<file path="config.mk">
export PLATFORM = sky130hd
export DESIGN_NAME = rps_alu
export DESIGN_NICKNAME = d
export VERILOG_FILES = /design/src/logic/rps_pkg.sv /design/src/logic/rps_regfile.sv /design/src/logic/rps_alu.sv
export SDC_FILE = /design/constraint.sdc
export NUM_CORES = 2
export LEC_CHECK = 0
export ABC_CLOCK_PERIOD_IN_PS = 3700
export BUFFER_PORTS_ARGS = -buffer_cell sky130_fd_sc_hd__buf_2
export CORE_ASPECT_RATIO = 0.5
export CORE_MARGIN = 1
export CORE_UTILIZATION = 40
export DETAILED_ROUTE_END_ITERATION = 7
export PLACE_DENSITY = 0.57
export SKIP_LAST_GASP = 1
export SLEW_MARGIN = 30
export SYNTH_ARGS = -nofsm -noshare
export SYNTH_HDL_FRONTEND = slang
export SYNTH_SLANG_ARGS = --single-unit
</file>
<file path="constraint.sdc">
create_clock -name i_clk -period 3.7 [get_ports i_clk]
set_input_delay 0.185 -clock i_clk [delete_from_list [all_inputs] [get_ports i_clk]]
set_output_delay 0.185 -clock i_clk [all_outputs]
set_load 0.005 [all_outputs]
</file>
<file path="src/logic/rps_pkg.sv">
/*
 * Package for the reverse and parallel SIMD execution slice: operation
 * codes, lane widths, register-file geometry and the issue latency.
 * Assumes a 16-entry register file with fixed stack and program counter slots.
 */
`default_nettype none
package rps_pkg;
   // Datapath geometry
   localparam int RPS_WORD_W = 32;
   localparam int RPS_HALF_W = 16;
   localparam int RPS_BYTE_W = 8;
   localparam int RPS_REG_CNT = 16;
   localparam int RPS_REG_AW = 4;
   // Register slots that this slice must never be handed
   localparam logic [3:0] RPS_STACK_POINTER_REG = 4'hd;
   localparam logic [3:0] RPS_PROGRAM_COUNTER_REG = 4'hf;
   // Reset value of every register-file word
   localparam logic [31:0] RPS_REG_RESET = 32'h0000_0000;
   // Issue latency constant, unused by the slice, whose result registers three cycles after a taken issue
   localparam int RPS_RESULT_LATENCY = 1;
   // Condition code field: four bits, flags in N Z C V order
   localparam int RPS_FLAG_N = 3;
   localparam int RPS_FLAG_Z = 2;
   localparam int RPS_FLAG_C = 1;
   localparam int RPS_FLAG_V = 0;
   localparam logic [3:0] RPS_FLAGS_RESET = 4'h0;

   typedef enum logic [3:0] {
      RPS_OP_BYTE_REVERSE_WORD = 4'h0,
      RPS_OP_BYTE_REVERSE_EACH_HALFWORD = 4'h1,
      RPS_OP_BYTE_REVERSE_LOW_HALF_SIGNEXT = 4'h2,
      RPS_OP_BIT_REVERSE_WORD = 4'h3,
      RPS_OP_MOVE_TOP_HALFWORD = 4'h4,
      RPS_OP_SIGNED_DUAL_HALF_ADD = 4'h5,
      RPS_OP_SIGNED_QUAD_BYTE_ADD = 4'h6,
      RPS_OP_SIGNED_HALVING_DUAL_HALF_ADD = 4'h7,
      RPS_OP_SIGNED_HALVING_QUAD_BYTE_ADD = 4'h8,
      RPS_OP_SIGNED_HALVING_ADD_SUB_EXCHANGE = 4'h9,
      RPS_OP_SIGNED_HALVING_SUB_ADD_EXCHANGE = 4'ha,
      RPS_OP_SIGNED_HALVING_DUAL_HALF_SUB = 4'hb,
      RPS_OP_SIGNED_HALVING_QUAD_BYTE_SUB = 4'hc,
      RPS_OP_SIGNED_DUAL_HALF_SUB = 4'hd,
      RPS_OP_SIGNED_QUAD_BYTE_SUB = 4'he
   } rps_op_t;

   typedef enum logic [3:0] {
      RPS_CC_EQ = 4'h0, RPS_CC_NE = 4'h1, RPS_CC_CS = 4'h2, RPS_CC_CC = 4'h3,
      RPS_CC_MI = 4'h4, RPS_CC_PL = 4'h5, RPS_CC_VS = 4'h6, RPS_CC_VC = 4'h7,
      RPS_CC_HI = 4'h8, RPS_CC_LS = 4'h9, RPS_CC_GE = 4'ha, RPS_CC_LT = 4'hb,
      RPS_CC_GT = 4'hc, RPS_CC_LE = 4'hd, RPS_CC_AL = 4'he, RPS_CC_NV = 4'hf
   } rps_cond_t;
endpackage
`default_nettype wire

</file>
<file path="src/logic/rps_regfile.sv">
/*
 * Small register file for the execution slice: two registered read ports,
 * one write port and a synchronous clear.
 * Assumes a single clock; a read of a word written in the same cycle sees
 * the old value.
 */
`timescale 1ns/1ns
`default_nettype none
module rps_regfile
   import rps_pkg::*;
(
   input wire logic i_clk,
   input wire logic i_sys_rst,
   input wire logic [RPS_REG_AW-1:0] i_rd_a_addr,
   input wire logic [RPS_REG_AW-1:0] i_rd_b_addr,
   output logic [RPS_WORD_W-1:0] o_rd_a_data,
   output logic [RPS_WORD_W-1:0] o_rd_b_data,
   input wire logic i_wr_en,
   input wire logic [RPS_REG_AW-1:0] i_wr_addr,
   input wire logic [RPS_WORD_W-1:0] i_wr_data
);
   logic [RPS_WORD_W-1:0] mem [RPS_REG_CNT];

   // Storage with clear; the clear keeps reads defined after reset
   always_ff @(posedge i_clk) begin
      if (i_sys_rst) begin
         for (int k = 0; k < RPS_REG_CNT; k++) begin
            mem[k] <= RPS_REG_RESET;
         end
      end else if (i_wr_en) begin
         mem[i_wr_addr] <= i_wr_data;
      end
   end

   // Read data come out of registers
   always_ff @(posedge i_clk) begin
      if (i_sys_rst) begin
         o_rd_a_data <= RPS_REG_RESET;
         o_rd_b_data <= RPS_REG_RESET;
      end else begin
         o_rd_a_data <= mem[i_rd_a_addr];
         o_rd_b_data <= mem[i_rd_b_addr];
      end
   end
endmodule
`default_nettype wire

</file>
<file path="src/logic/rps_alu.sv">
/*
 * Execution slice for byte and bit reversal, move-top and the signed
 * parallel halfword and byte operations, with its own register file and
 * condition check.
 * Assumes the decoder issues one operation at a time, holds i_issue for one
 * cycle and supplies the current status flags on i_flags.
 */
`timescale 1ns/1ns
`default_nettype none
// Overview of operation
// - Word byte reversal swaps all four bytes
// - Swap bytes inside each halfword independently
// - Swap low-half bytes, sign-extend to 32 bits
// - Operand bit i goes to bit 31-i
// - These operations never change condition flags
// - Move-top writes immediate into bits 31:16
// - Move-top keeps low half and flags
// - Signed add of each halfword pair
// - Signed add of each byte pair
// - Halfword sums halved by right shift
// - Byte sums halved by right shift
// - Top gets half sum, bottom half difference
// - Bottom gets half difference, top half sum
// - Halfword differences halved by right shift
// - Byte differences halved by right shift
// - Signed subtract of each halfword pair
// - Signed subtract of each byte pair
// - Failed condition suppresses the destination write
// - Omitted destination writes first operand register
module rps_alu
   import rps_pkg::*;
(
   input wire logic i_clk,
   input wire logic i_sys_rst,
   input wire logic i_issue,
   input wire logic [3:0] i_op,
   input wire logic [3:0] i_cond,
   input wire logic [3:0] i_flags,
   input wire logic [RPS_REG_AW-1:0] i_first_operand_reg,
   input wire logic [RPS_REG_AW-1:0] i_second_operand_reg,
   input wire logic [RPS_REG_AW-1:0] i_dest_reg,
   input wire logic i_dest_present,
   input wire logic [15:0] i_imm16,
   input wire logic [RPS_REG_AW-1:0] i_peek_reg,
   output logic [RPS_WORD_W-1:0] o_peek_data,
   output logic o_busy,
   output logic o_done,
   output logic o_wrote,
   output logic o_illegal,
   output logic [RPS_WORD_W-1:0] o_result,
   output logic [3:0] o_flags
);
   typedef enum logic [2:0] {
      RPS_ST_IDLE = 3'b001,
      RPS_ST_READ = 3'b010,
      RPS_ST_EXEC = 3'b100
   } rps_state_t;

   rps_state_t state;
   rps_op_t op_q;
   logic [3:0] cond_q;
   logic [RPS_REG_AW-1:0] dest_q;
   logic [RPS_REG_AW-1:0] rd_a_addr;
   logic [RPS_REG_AW-1:0] rd_b_addr;
   logic [RPS_REG_AW-1:0] first_q;
   logic [RPS_REG_AW-1:0] second_q;
   logic [15:0] imm_q;
   logic [RPS_WORD_W-1:0] opa;
   logic [RPS_WORD_W-1:0] opb;
   logic [RPS_WORD_W-1:0] next_result;
   logic cond_pass;
   logic bad_reg;
   logic wr_en;

   // Halfword lane: form at 17 bits so halving never overflows
   function automatic logic [15:0] half_lane(input logic [15:0] a, input logic [15:0] b,
                                            input logic sub, input logic halve);
      logic [16:0] wide;
      wide = sub ? ({a[15], a} - {b[15], b}) : ({a[15], a} + {b[15], b});
      half_lane = halve ? wide[16:1] : wide[15:0];
   endfunction

   // Byte lane: same scheme at 9 bits
   function automatic logic [7:0] byte_lane(input logic [7:0] a, input logic [7:0] b,
                                           input logic sub, input logic halve);
      logic [8:0] wide;
      wide = sub ? ({a[7], a} - {b[7], b}) : ({a[7], a} + {b[7], b});
      byte_lane = halve ? wide[8:1] : wide[7:0];
   endfunction

   // Condition evaluation on N Z C V
   function automatic logic cond_ok(input logic [3:0] cc, input logic [3:0] f);
      logic n;
      logic z;
      logic c;
      logic v;
      n = f[RPS_FLAG_N];
      z = f[RPS_FLAG_Z];
      c = f[RPS_FLAG_C];
      v = f[RPS_FLAG_V];
      unique case (cc)
         RPS_CC_EQ: cond_ok = z;
         RPS_CC_NE: cond_ok = !z;
         RPS_CC_CS: cond_ok = c;
         RPS_CC_CC: cond_ok = !c;
         RPS_CC_MI: cond_ok = n;
         RPS_CC_PL: cond_ok = !n;
         RPS_CC_VS: cond_ok = v;
         RPS_CC_VC: cond_ok = !v;
         RPS_CC_HI: cond_ok = c && !z;
         RPS_CC_LS: cond_ok = !c || z;
         RPS_CC_GE: cond_ok = (n == v);
         RPS_CC_LT: cond_ok = (n != v);
         RPS_CC_GT: cond_ok = !z && (n == v);
         RPS_CC_LE: cond_ok = z || (n != v);
         default: cond_ok = 1'b1;
      endcase
   endfunction

   function automatic logic is_reserved_reg(input logic [RPS_REG_AW-1:0] r);
      is_reserved_reg = (r == RPS_STACK_POINTER_REG) || (r == RPS_PROGRAM_COUNTER_REG);
   endfunction

   // Move-top reads its destination so the low half can be kept; after issue
   // the latched fields are used, so the decoder need not hold its outputs
   always_comb begin
      if (state == RPS_ST_IDLE) begin
         rd_a_addr = (i_op == RPS_OP_MOVE_TOP_HALFWORD)
                     ? (i_dest_present ? i_dest_reg : i_first_operand_reg)
                     : i_first_operand_reg;
         rd_b_addr = i_second_operand_reg;
      end else begin
         rd_a_addr = (op_q == RPS_OP_MOVE_TOP_HALFWORD) ? dest_q : first_q;
         rd_b_addr = second_q;
      end
   end

   rps_regfile u_regfile (
      .i_clk(i_clk),
      .i_sys_rst(i_sys_rst),
      .i_rd_a_addr(rd_a_addr),
      .i_rd_b_addr(rd_b_addr),
      .o_rd_a_data(opa),
      .o_rd_b_data(opb),
      .i_wr_en(wr_en),
      .i_wr_addr(dest_q),
      .i_wr_data(next_result)
   );

   // Issue control: idle, wait for registered reads, then execute
   always_ff @(posedge i_clk) begin
      if (i_sys_rst) begin
         state <= RPS_ST_IDLE;
      end else begin
         unique case (state)
            RPS_ST_IDLE: if (i_issue) state <= RPS_ST_READ;
            RPS_ST_READ: state <= RPS_ST_EXEC;
            RPS_ST_EXEC: state <= RPS_ST_IDLE;
         endcase
      end
   end

   // Latch the operation when it is taken
   always_ff @(posedge i_clk) begin
      if (i_sys_rst) begin
         op_q <= RPS_OP_BYTE_REVERSE_WORD;
         cond_q <= 4'he;
         dest_q <= 4'h0;
         first_q <= 4'h0;
         second_q <= 4'h0;
         imm_q <= 16'h0000;
         bad_reg <= 1'b0;
         cond_pass <= 1'b0;
      end else if (state == RPS_ST_IDLE && i_issue) begin
         op_q <= rps_op_t'(i_op);
         cond_q <= i_cond;
         dest_q <= i_dest_present ? i_dest_reg : i_first_operand_reg;
         first_q <= i_first_operand_reg;
         second_q <= i_second_operand_reg;
         imm_q <= i_imm16;
         cond_pass <= cond_ok(i_cond, i_flags);
         // The decoder is trusted to keep these out; a slip is only flagged
         bad_reg <= is_reserved_reg(i_first_operand_reg)
                    || is_reserved_reg(i_second_operand_reg)
                    || (i_dest_present && is_reserved_reg(i_dest_reg));
      end
   end

   // Result selection
   always_comb begin
      next_result = opa;
      unique case (op_q)
         RPS_OP_BYTE_REVERSE_WORD:
            next_result = {opa[7:0], opa[15:8], opa[23:16], opa[31:24]};
         RPS_OP_BYTE_REVERSE_EACH_HALFWORD:
            next_result = {opa[23:16], opa[31:24], opa[7:0], opa[15:8]};
         RPS_OP_BYTE_REVERSE_LOW_HALF_SIGNEXT:
            next_result = {{16{opa[7]}}, opa[7:0], opa[15:8]};
         RPS_OP_BIT_REVERSE_WORD: begin
            for (int k = 0; k < RPS_WORD_W; k++) begin
               next_result[k] = opa[RPS_WORD_W-1-k];
            end
         end
         RPS_OP_MOVE_TOP_HALFWORD:
            next_result = {imm_q, opa[15:0]};
         RPS_OP_SIGNED_DUAL_HALF_ADD:
            next_result = {half_lane(opa[31:16], opb[31:16], 1'b0, 1'b0),
                           half_lane(opa[15:0], opb[15:0], 1'b0, 1'b0)};
         RPS_OP_SIGNED_HALVING_DUAL_HALF_ADD:
            next_result = {half_lane(opa[31:16], opb[31:16], 1'b0, 1'b1),
                           half_lane(opa[15:0], opb[15:0], 1'b0, 1'b1)};
         RPS_OP_SIGNED_HALVING_ADD_SUB_EXCHANGE:
            next_result = {half_lane(opa[31:16], opb[15:0], 1'b0, 1'b1),
                           half_lane(opa[15:0], opb[31:16], 1'b1, 1'b1)};
         RPS_OP_SIGNED_HALVING_SUB_ADD_EXCHANGE:
            next_result = {half_lane(opa[15:0], opb[31:16], 1'b0, 1'b1),
                           half_lane(opa[31:16], opb[15:0], 1'b1, 1'b1)};
         RPS_OP_SIGNED_HALVING_DUAL_HALF_SUB:
            next_result = {half_lane(opa[31:16], opb[31:16], 1'b1, 1'b1),
                           half_lane(opa[15:0], opb[15:0], 1'b1, 1'b1)};
         RPS_OP_SIGNED_DUAL_HALF_SUB:
            next_result = {half_lane(opa[31:16], opb[31:16], 1'b1, 1'b0),
                           half_lane(opa[15:0], opb[15:0], 1'b1, 1'b0)};
         RPS_OP_SIGNED_QUAD_BYTE_ADD,
         RPS_OP_SIGNED_HALVING_QUAD_BYTE_ADD,
         RPS_OP_SIGNED_HALVING_QUAD_BYTE_SUB,
         RPS_OP_SIGNED_QUAD_BYTE_SUB: begin
            // share one loop of independent byte lanes
            for (int k = 0; k < 4; k++) begin
               next_result[k*8 +: 8] = byte_lane(opa[k*8 +: 8], opb[k*8 +: 8],
                  (op_q == RPS_OP_SIGNED_HALVING_QUAD_BYTE_SUB)
                  || (op_q == RPS_OP_SIGNED_QUAD_BYTE_SUB),
                  (op_q == RPS_OP_SIGNED_HALVING_QUAD_BYTE_ADD)
                  || (op_q == RPS_OP_SIGNED_HALVING_QUAD_BYTE_SUB));
            end
         end
         default: next_result = opa;
      endcase
   end

   // Write only when the condition held and the op code is known
   assign wr_en = (state == RPS_ST_EXEC) && cond_pass && (op_q <= RPS_OP_SIGNED_QUAD_BYTE_SUB);

   // Completion reporting, all from flip-flops
   always_ff @(posedge i_clk) begin
      if (i_sys_rst) begin
         o_done <= 1'b0;
         o_wrote <= 1'b0;
         o_illegal <= 1'b0;
         o_result <= RPS_REG_RESET;
      end else begin
         o_done <= (state == RPS_ST_EXEC);
         o_wrote <= wr_en;
         o_illegal <= (state == RPS_ST_EXEC) && bad_reg;
         if (wr_en) begin
            o_result <= next_result;
         end
      end
   end

   // Flags pass through one register unchanged: nothing in this slice alters them
   always_ff @(posedge i_clk) begin
      if (i_sys_rst) begin
         o_flags <= RPS_FLAGS_RESET;
      end else begin
         o_flags <= i_flags;
      end
   end

   // Debug peek port shadows writes to the watched register
   always_ff @(posedge i_clk) begin
      if (i_sys_rst) begin
         o_peek_data <= RPS_REG_RESET;
      end else if (wr_en && (dest_q == i_peek_reg)) begin
         o_peek_data <= next_result;
      end
   end

   assign o_busy = (state != RPS_ST_IDLE);
endmodule
`default_nettype wire

</file>
# Word-level counts from Yosys, hierarchy flattened
# Memories as Yosys holds them, arrays and structs flattened. A register that Yosys moved wholly into a read port is not among the register bits.
# Cells that the tools add are included.
# word_totals
out_inout_bits	72
ff_bits	108
memories	1
ram_bits	512
word_cells	124
inputBits	48
# op_classes
magnitude_cmp	1
n_eq_ne	42
reduce_logical	25
mux	25
add_sub_neg	16
# memory_table
memory	depth	word_bits	read_ports	rd_ports_with_merged_regs	write_ports	line_no	rtl
u_regfile.mem	16	32	2	2	16	rps_regfile.sv:22	logic [RPS_WORD_W-1:0] mem [RPS_REG_CNT];
# ops
operator	n
case mux 32 bit (12 select lines)	1
== test 4 bit (second input constant)	19
adder 16 x 16 -> 17 bit	4
subtractor 16 x 16 -> 17 bit	4
adder 8 x 8 -> 9 bit	4
== test 4 x 3 -> 1 bit (second input constant)	9
2-to-1 mux 9 bit	4
subtractor 8 x 8 -> 9 bit	4
2-to-1 mux 32 bit	1
2-to-1 mux 8 bit	4
OR reduction 32 bit	1
2-to-1 mux 4 bit	6
== test 4 x 2 -> 1 bit (second input constant)	4
case mux 1 bit (14 select lines)	1
logical OR 1 bit	9
case mux 3 bit (3 select lines)	1
== test 4 x 1 -> 1 bit (second input constant)	2
logical AND 1 bit	8
logical NOT 4 bit	2
2-to-1 mux 1 bit	6
== test 4 bit	1
<= comparator 4 bit (second input constant)	1
logical NOT 1 bit	4
OR reduction 4 bit	1
other kinds (8)	8

# Longest topological paths before layout
# depth
depth_word	8
mapped_depth	18
ltp_nobuf	15

# By module
# Synthesis repeated with hierarchy kept, for this count alone.
# unflattened
hier_cells	4418
area_unflattened_um2	44441.4
# by_module_without_submodules
module	seq_area_each_um2	n_inst	area_per_inst_um2	cells_each
rps_regfile	16656.0	1	29139.2	2284
rps_alu	2162.1	1	15302.2	2134

# Worst setup path after synthesis
# OpenSTA, ideal clock, no wires.
# synth_timing
path_kind	register to register
from	register op_q[3]
to	memory u_regfile.mem[7][23] (data pin)
path_buffers	3
arrival_ps	3611
required_ps	3434
synth_period_minus_slack_ps	3877
path_stages_with_launch	17
setup_ps	266
path_slack_ps	-177
cell_sequence	dfxtp_1 -> buf_4 -> nor2b_1 -> nand2_1 -> clkbuf_1 -> a21oi_1 -> ha_1 -> nor2b_1 -> o21a_1 -> o21a_1 -> o31a_1 -> o22ai_1 -> xor2_1 -> o221ai_1 -> a2111oi_4 -> buf_2 -> nor2_1
# synth_rtl
element	line_no	rtl
start, declared	rps_alu.sv:60	rps_op_t op_q;
start signal, assigned	rps_alu.sv:175	op_q <= rps_op_t'(i_op);
end, declared	rps_regfile.sv:22	

==> run_results.csv <==
group,metric,value,unit
status,outcome,"finished with violations",
status,violations,"negative setup slack",
sta,clock_skew,0.0722,ns
global_route,grt_pass1_wl,262000,um
worst_hold_path,whs_path_depth,3,
global_route,busiest_layer,"met2",
yosys,synth_compound_area_share,14.9,%
sta,slew_headroom,24.7,%
global_route,grtUsageTotal,34.1,%
detailed_routing,postRouteAntennaNets,0,
detailed_routing,via_per_inst,6.34,
detailed_routing,wl,190000,um
yosys,ys.flop_type,"edfxtp_1",
yosys,syn_avg_cell_area,10.8,um^2
power_and_ir_drop,total_power,31.3,mW
detailed_routing,num_vias,37902,
yosys,synth_cell_type_count,109,
worst_setup_path,worst_ep_arrival_time,4.38,ns
layout,num-nets-final,4715,
worst_setup_path,critPathRequiredTime,4.10,ns
layout,seqCellArea,18900,um^2
yosys,yosysTopAreaCellShare,35.9,%
worst_hold_path,hp-class,"input pin to flip-flop",
layout,layout-drive-gt1-share,32.5,%
clock_network,clockRootBuffer,"clkbuf_16",
clock_network,clkTransAtPathRegs,0.08,ns
sta,setup_ws,-0.276,ns
global_route,grt_max_degree,106,
worst_setup_path,startpoint_type,"flip-flop",
die,ios,120,
layout,finish.utilization,51.6,%
sta,worstMarginPinSlew,1.12,ns
sta,setup_viol,241,
yosys,synth_area,42800,um^2
die,start_util,40.5,%
sta,post-route-min-period,3.98,ns
die,row_count,84,
die,core_area,106000,um^2
yosys,synth_top_family_by_area,"multiplexers",
placed_design,dp_hpwl,131000,um
worst_hold_path,worstHoldEndpoint,"dest_q[0]",
worst_setup_path,reg2reg_slack,-0.28,ns
yosys,ys_ff_latch,684,
yosys,synth_area_leaders,"edfxtp_1 (36%), mux4_2 (14%), dfxtp_1 (8.1%)",
die,die_width,464,um
clock_network,cts_tree,"built",
power_and_ir_drop,power_density,576,nW/um^2
global_route,use_met2,51.0,%
yosys,synthCells,3946,
placed_design,place.gp.congestion,1.03,
global_route,gr-usage-met1,47.9,%
layout,largest_reg_flops,512,
layout,regMostFlops,"u_regfile.mem",
worst_setup_path,critPathMaxFanout,8,
worst_setup_path,crit_path_end_kind,"flip-flop",
placed_design,io_buffers,119,
power_and_ir_drop,p_leak,20.7,nW
detailed_routing,routedWlPerCell,31.9,um
power_and_ir_drop,ir_worst_vdd,0.000342,V
yosys,synth-edff-count,512,
die,die-height,233,um
worst_setup_path,r2r-start,"op_q[0]",
layout,multiInputGateArea,23800,um^2
worst_setup_path,reg2reg_to,"u_regfile.mem[11][25]",
layout,n_fill_cell,9441,
sta,hold_violations,0,
global_route,antenna_found_initial,12,
yosys,synth_fa_ha_area_share,5.18,%
clock_network,htreeDepth,3,
global_route,use_met3,9.07,%
detailed_routing,drt-initial-drc-count,5089,
yosys,muxShareOfSynthArea,15.4,%
clock_network,insertion_delay,0.70,ns
die,die_area,108000,um^2
detailed_routing,firstDrtPassIters,6,
clock_network,cts_buffers,69,
layout,area.growth.synth_to_final,27.2,%
sta,drv_slew,0,
global_route,first_global_vias,35749,
clock_network,cts_sinks,684,
worst_setup_path,worstSetupPathType,"flip-flop to flip-flop",
global_route,overflow,0,
clock_network,clockBufferDepth,3,
job,cap_viol_max_count,0,
yosys,netlist.top_cell.by_area,"edfxtp_1",
worst_setup_path,ff2ff_path_depth,16,
detailed_routing,drc,0,
yosys,syn-num-nets,4164,
yosys,yosys_warnings,0,
yosys,synth-xor-area-share,2.78,%
sta,fmaxAchievable,0.252,GHz
sta,finalCritPeriodShare,107,%
yosys,async_flop_share,0,%
yosys,synthSimpleGateAreaFrac,13.5,%
yosys,yosysSeqAreaShare,44.0,%
worst_hold_path,min-delay-start,"i_dest_present",
sta,rsz0062_at_grt,"yes",
## cell usage in the layout (no fill, tap or decap), types with 24 or more instances in the layout
master,n
buf_4,530
o21a_1,24
dfxtp_1,151
nand2_2,29
buf_12,84
nor3_1,38
nand3_1,35
a22oi_1,89
xnor2_1,91
nand2b_1,32
a21o_1,39
xor2_1,27
dlygate4sd3_1,40
nor2b_1,72
o211ai_1,26
nor2_1,657
a21oi_1,206
buf_2,118
mux4_2,257
ha_1,150
o21ai_0,97
mux2i_1,64
edfxtp_1,512
inv_1,88
clkbuf_16,79
nor2_4,44
nand2_1,200
a211oi_1,110
## final cells by class
class | instances | share of cell area [%]
clock buffer | 94 | 3.52
tap | 1419 | 3.26
inverter | 98 | 0.683
antenna | 3 | 0.0138
multi-input combinational | 2840 | 43.8
timing repair buffer | 804 | 13.4
clock inverter | 32 | 0.750
sequential | 684 | 34.6
## per-layer routing
layer | wire [um] | vias up
met3 | 23700 | 352
met4 | 5800 | 4
met2 | 81800 | 2473
met1 | 79100 | 19109
li1 | - | 15964
met5 | 27 | -
## synthesized netlist by cell type (11+ instances only)
cell type  count
a211o_1       11
edfxtp_1     512
a21o_1        39
mux4_2       257
o22ai_1       23
and3_1        19
nand3_1       41
a21oi_1      219
nand2b_1      32
nor2_1       720
clkbuf_1     191
mux2i_1       68
nor2b_1       77
nor4_1        20
o21a_1        25
a221oi_1      27
buf_2         83
inv_1         95
a31oi_1       20
o21bai_1      15
o211ai_1      26
xor2_1        30
or3_1         15
nand2_1      230
fa_1          12
ha_1         158
buf_6         14
buf_4         15
o2111ai_1     12
nor3_1        47
o21ai_1       12
xnor2_1      106
a211oi_1     127
a22oi_1       91
nand4_1       14
and2_1        14
buf_1         23
dfxtp_1      172
o21ai_0      108
o31ai_1       17
## worst max-delay path, cell delays in order, from the launching register on
cell and delay [ns]:
dfxtp_4 0.37, nor2b_4 0.14, nand2_4 0.10, a21o_1 0.23
buf_6 0.12, fa_2 0.59, inv_2 0.04, a32o_1 0.20
a222oi_1 0.30, buf_4 0.18, o211ai_1 0.08, a21oi_1 0.17
nand4b_1 0.38, buf_4 0.30, o21ai_4 0.17, buf_12 0.23
nor2_4 0.04
## cells by family (layout without fill, tap and decap cells)
| kind of cell | after synthesis | count (layout) |
|---|---|---|
| other | 0 | 3 |
| buffers and inverters | 424 | 1028 |
| DFF | 684 | 684 |
| muxes | 334 | 334 |
| and+or+nand+nor | 1292 | 1292 |
| AOI/OAI and AO/OA | 906 | 908 |
| adders and majority gates | 170 | 170 |
| xor gates and xnor gates | 136 | 136 |
## power breakdown
part | leakage, nW | internal, mW | total, mW | switching (mW)
clock network | 1.13 | 4.06 | 7.35 | 3.29
registers | 6.70 | 8.57 | 9.01 | 0.435
logic | 12.9 | 6.49 | 15.0 | 8.48
## per-stage QoR
stage	setup slack (ns)	TNS, ns	instance area (um^2)	hold WS [ns]	instances
final	-0.276	-22.55	54400	0.0293	5974
after global routing	-0.253	-39.78	54400	0.0311	5971
after CTS	-0.126	-11.47	53100	0.00546	5938
after detailed placement	-0.577	-88.30	49200	0.434	5733
after global placement	-0.579	-102.43	49200	0.425	5732
after floorplan	0.00604	0	42800	0.313	3946
## worst max path at each step
stage                             startpoint               endpoint
floorplan                            op_q[2]   u_regfile.mem[7][23]
global placement    u_regfile.o_rd_a_data[1]   u_regfile.mem[4][26]
detailed placement  u_regfile.o_rd_a_data[1]   u_regfile.mem[2][26]
CTS                                  op_q[0]   u_regfile.mem[7][30]
global route                         op_q[0]   u_regfile.mem[2][31]
finish                               op_q[0]  u_regfile.mem[11][25]
## what timing repair did
action                                 in CTS  in global routing
setup buffers                              31                 24
resized for setup                         129                213
hold buffers                               40                  0
setup endpoints to repair                 414                433
endpoints found under the hold margin      41                  0
pin swaps                                  22                 79
gates cloned                                9                 13
Note: power is estimated with default switching activity, not from simulation.
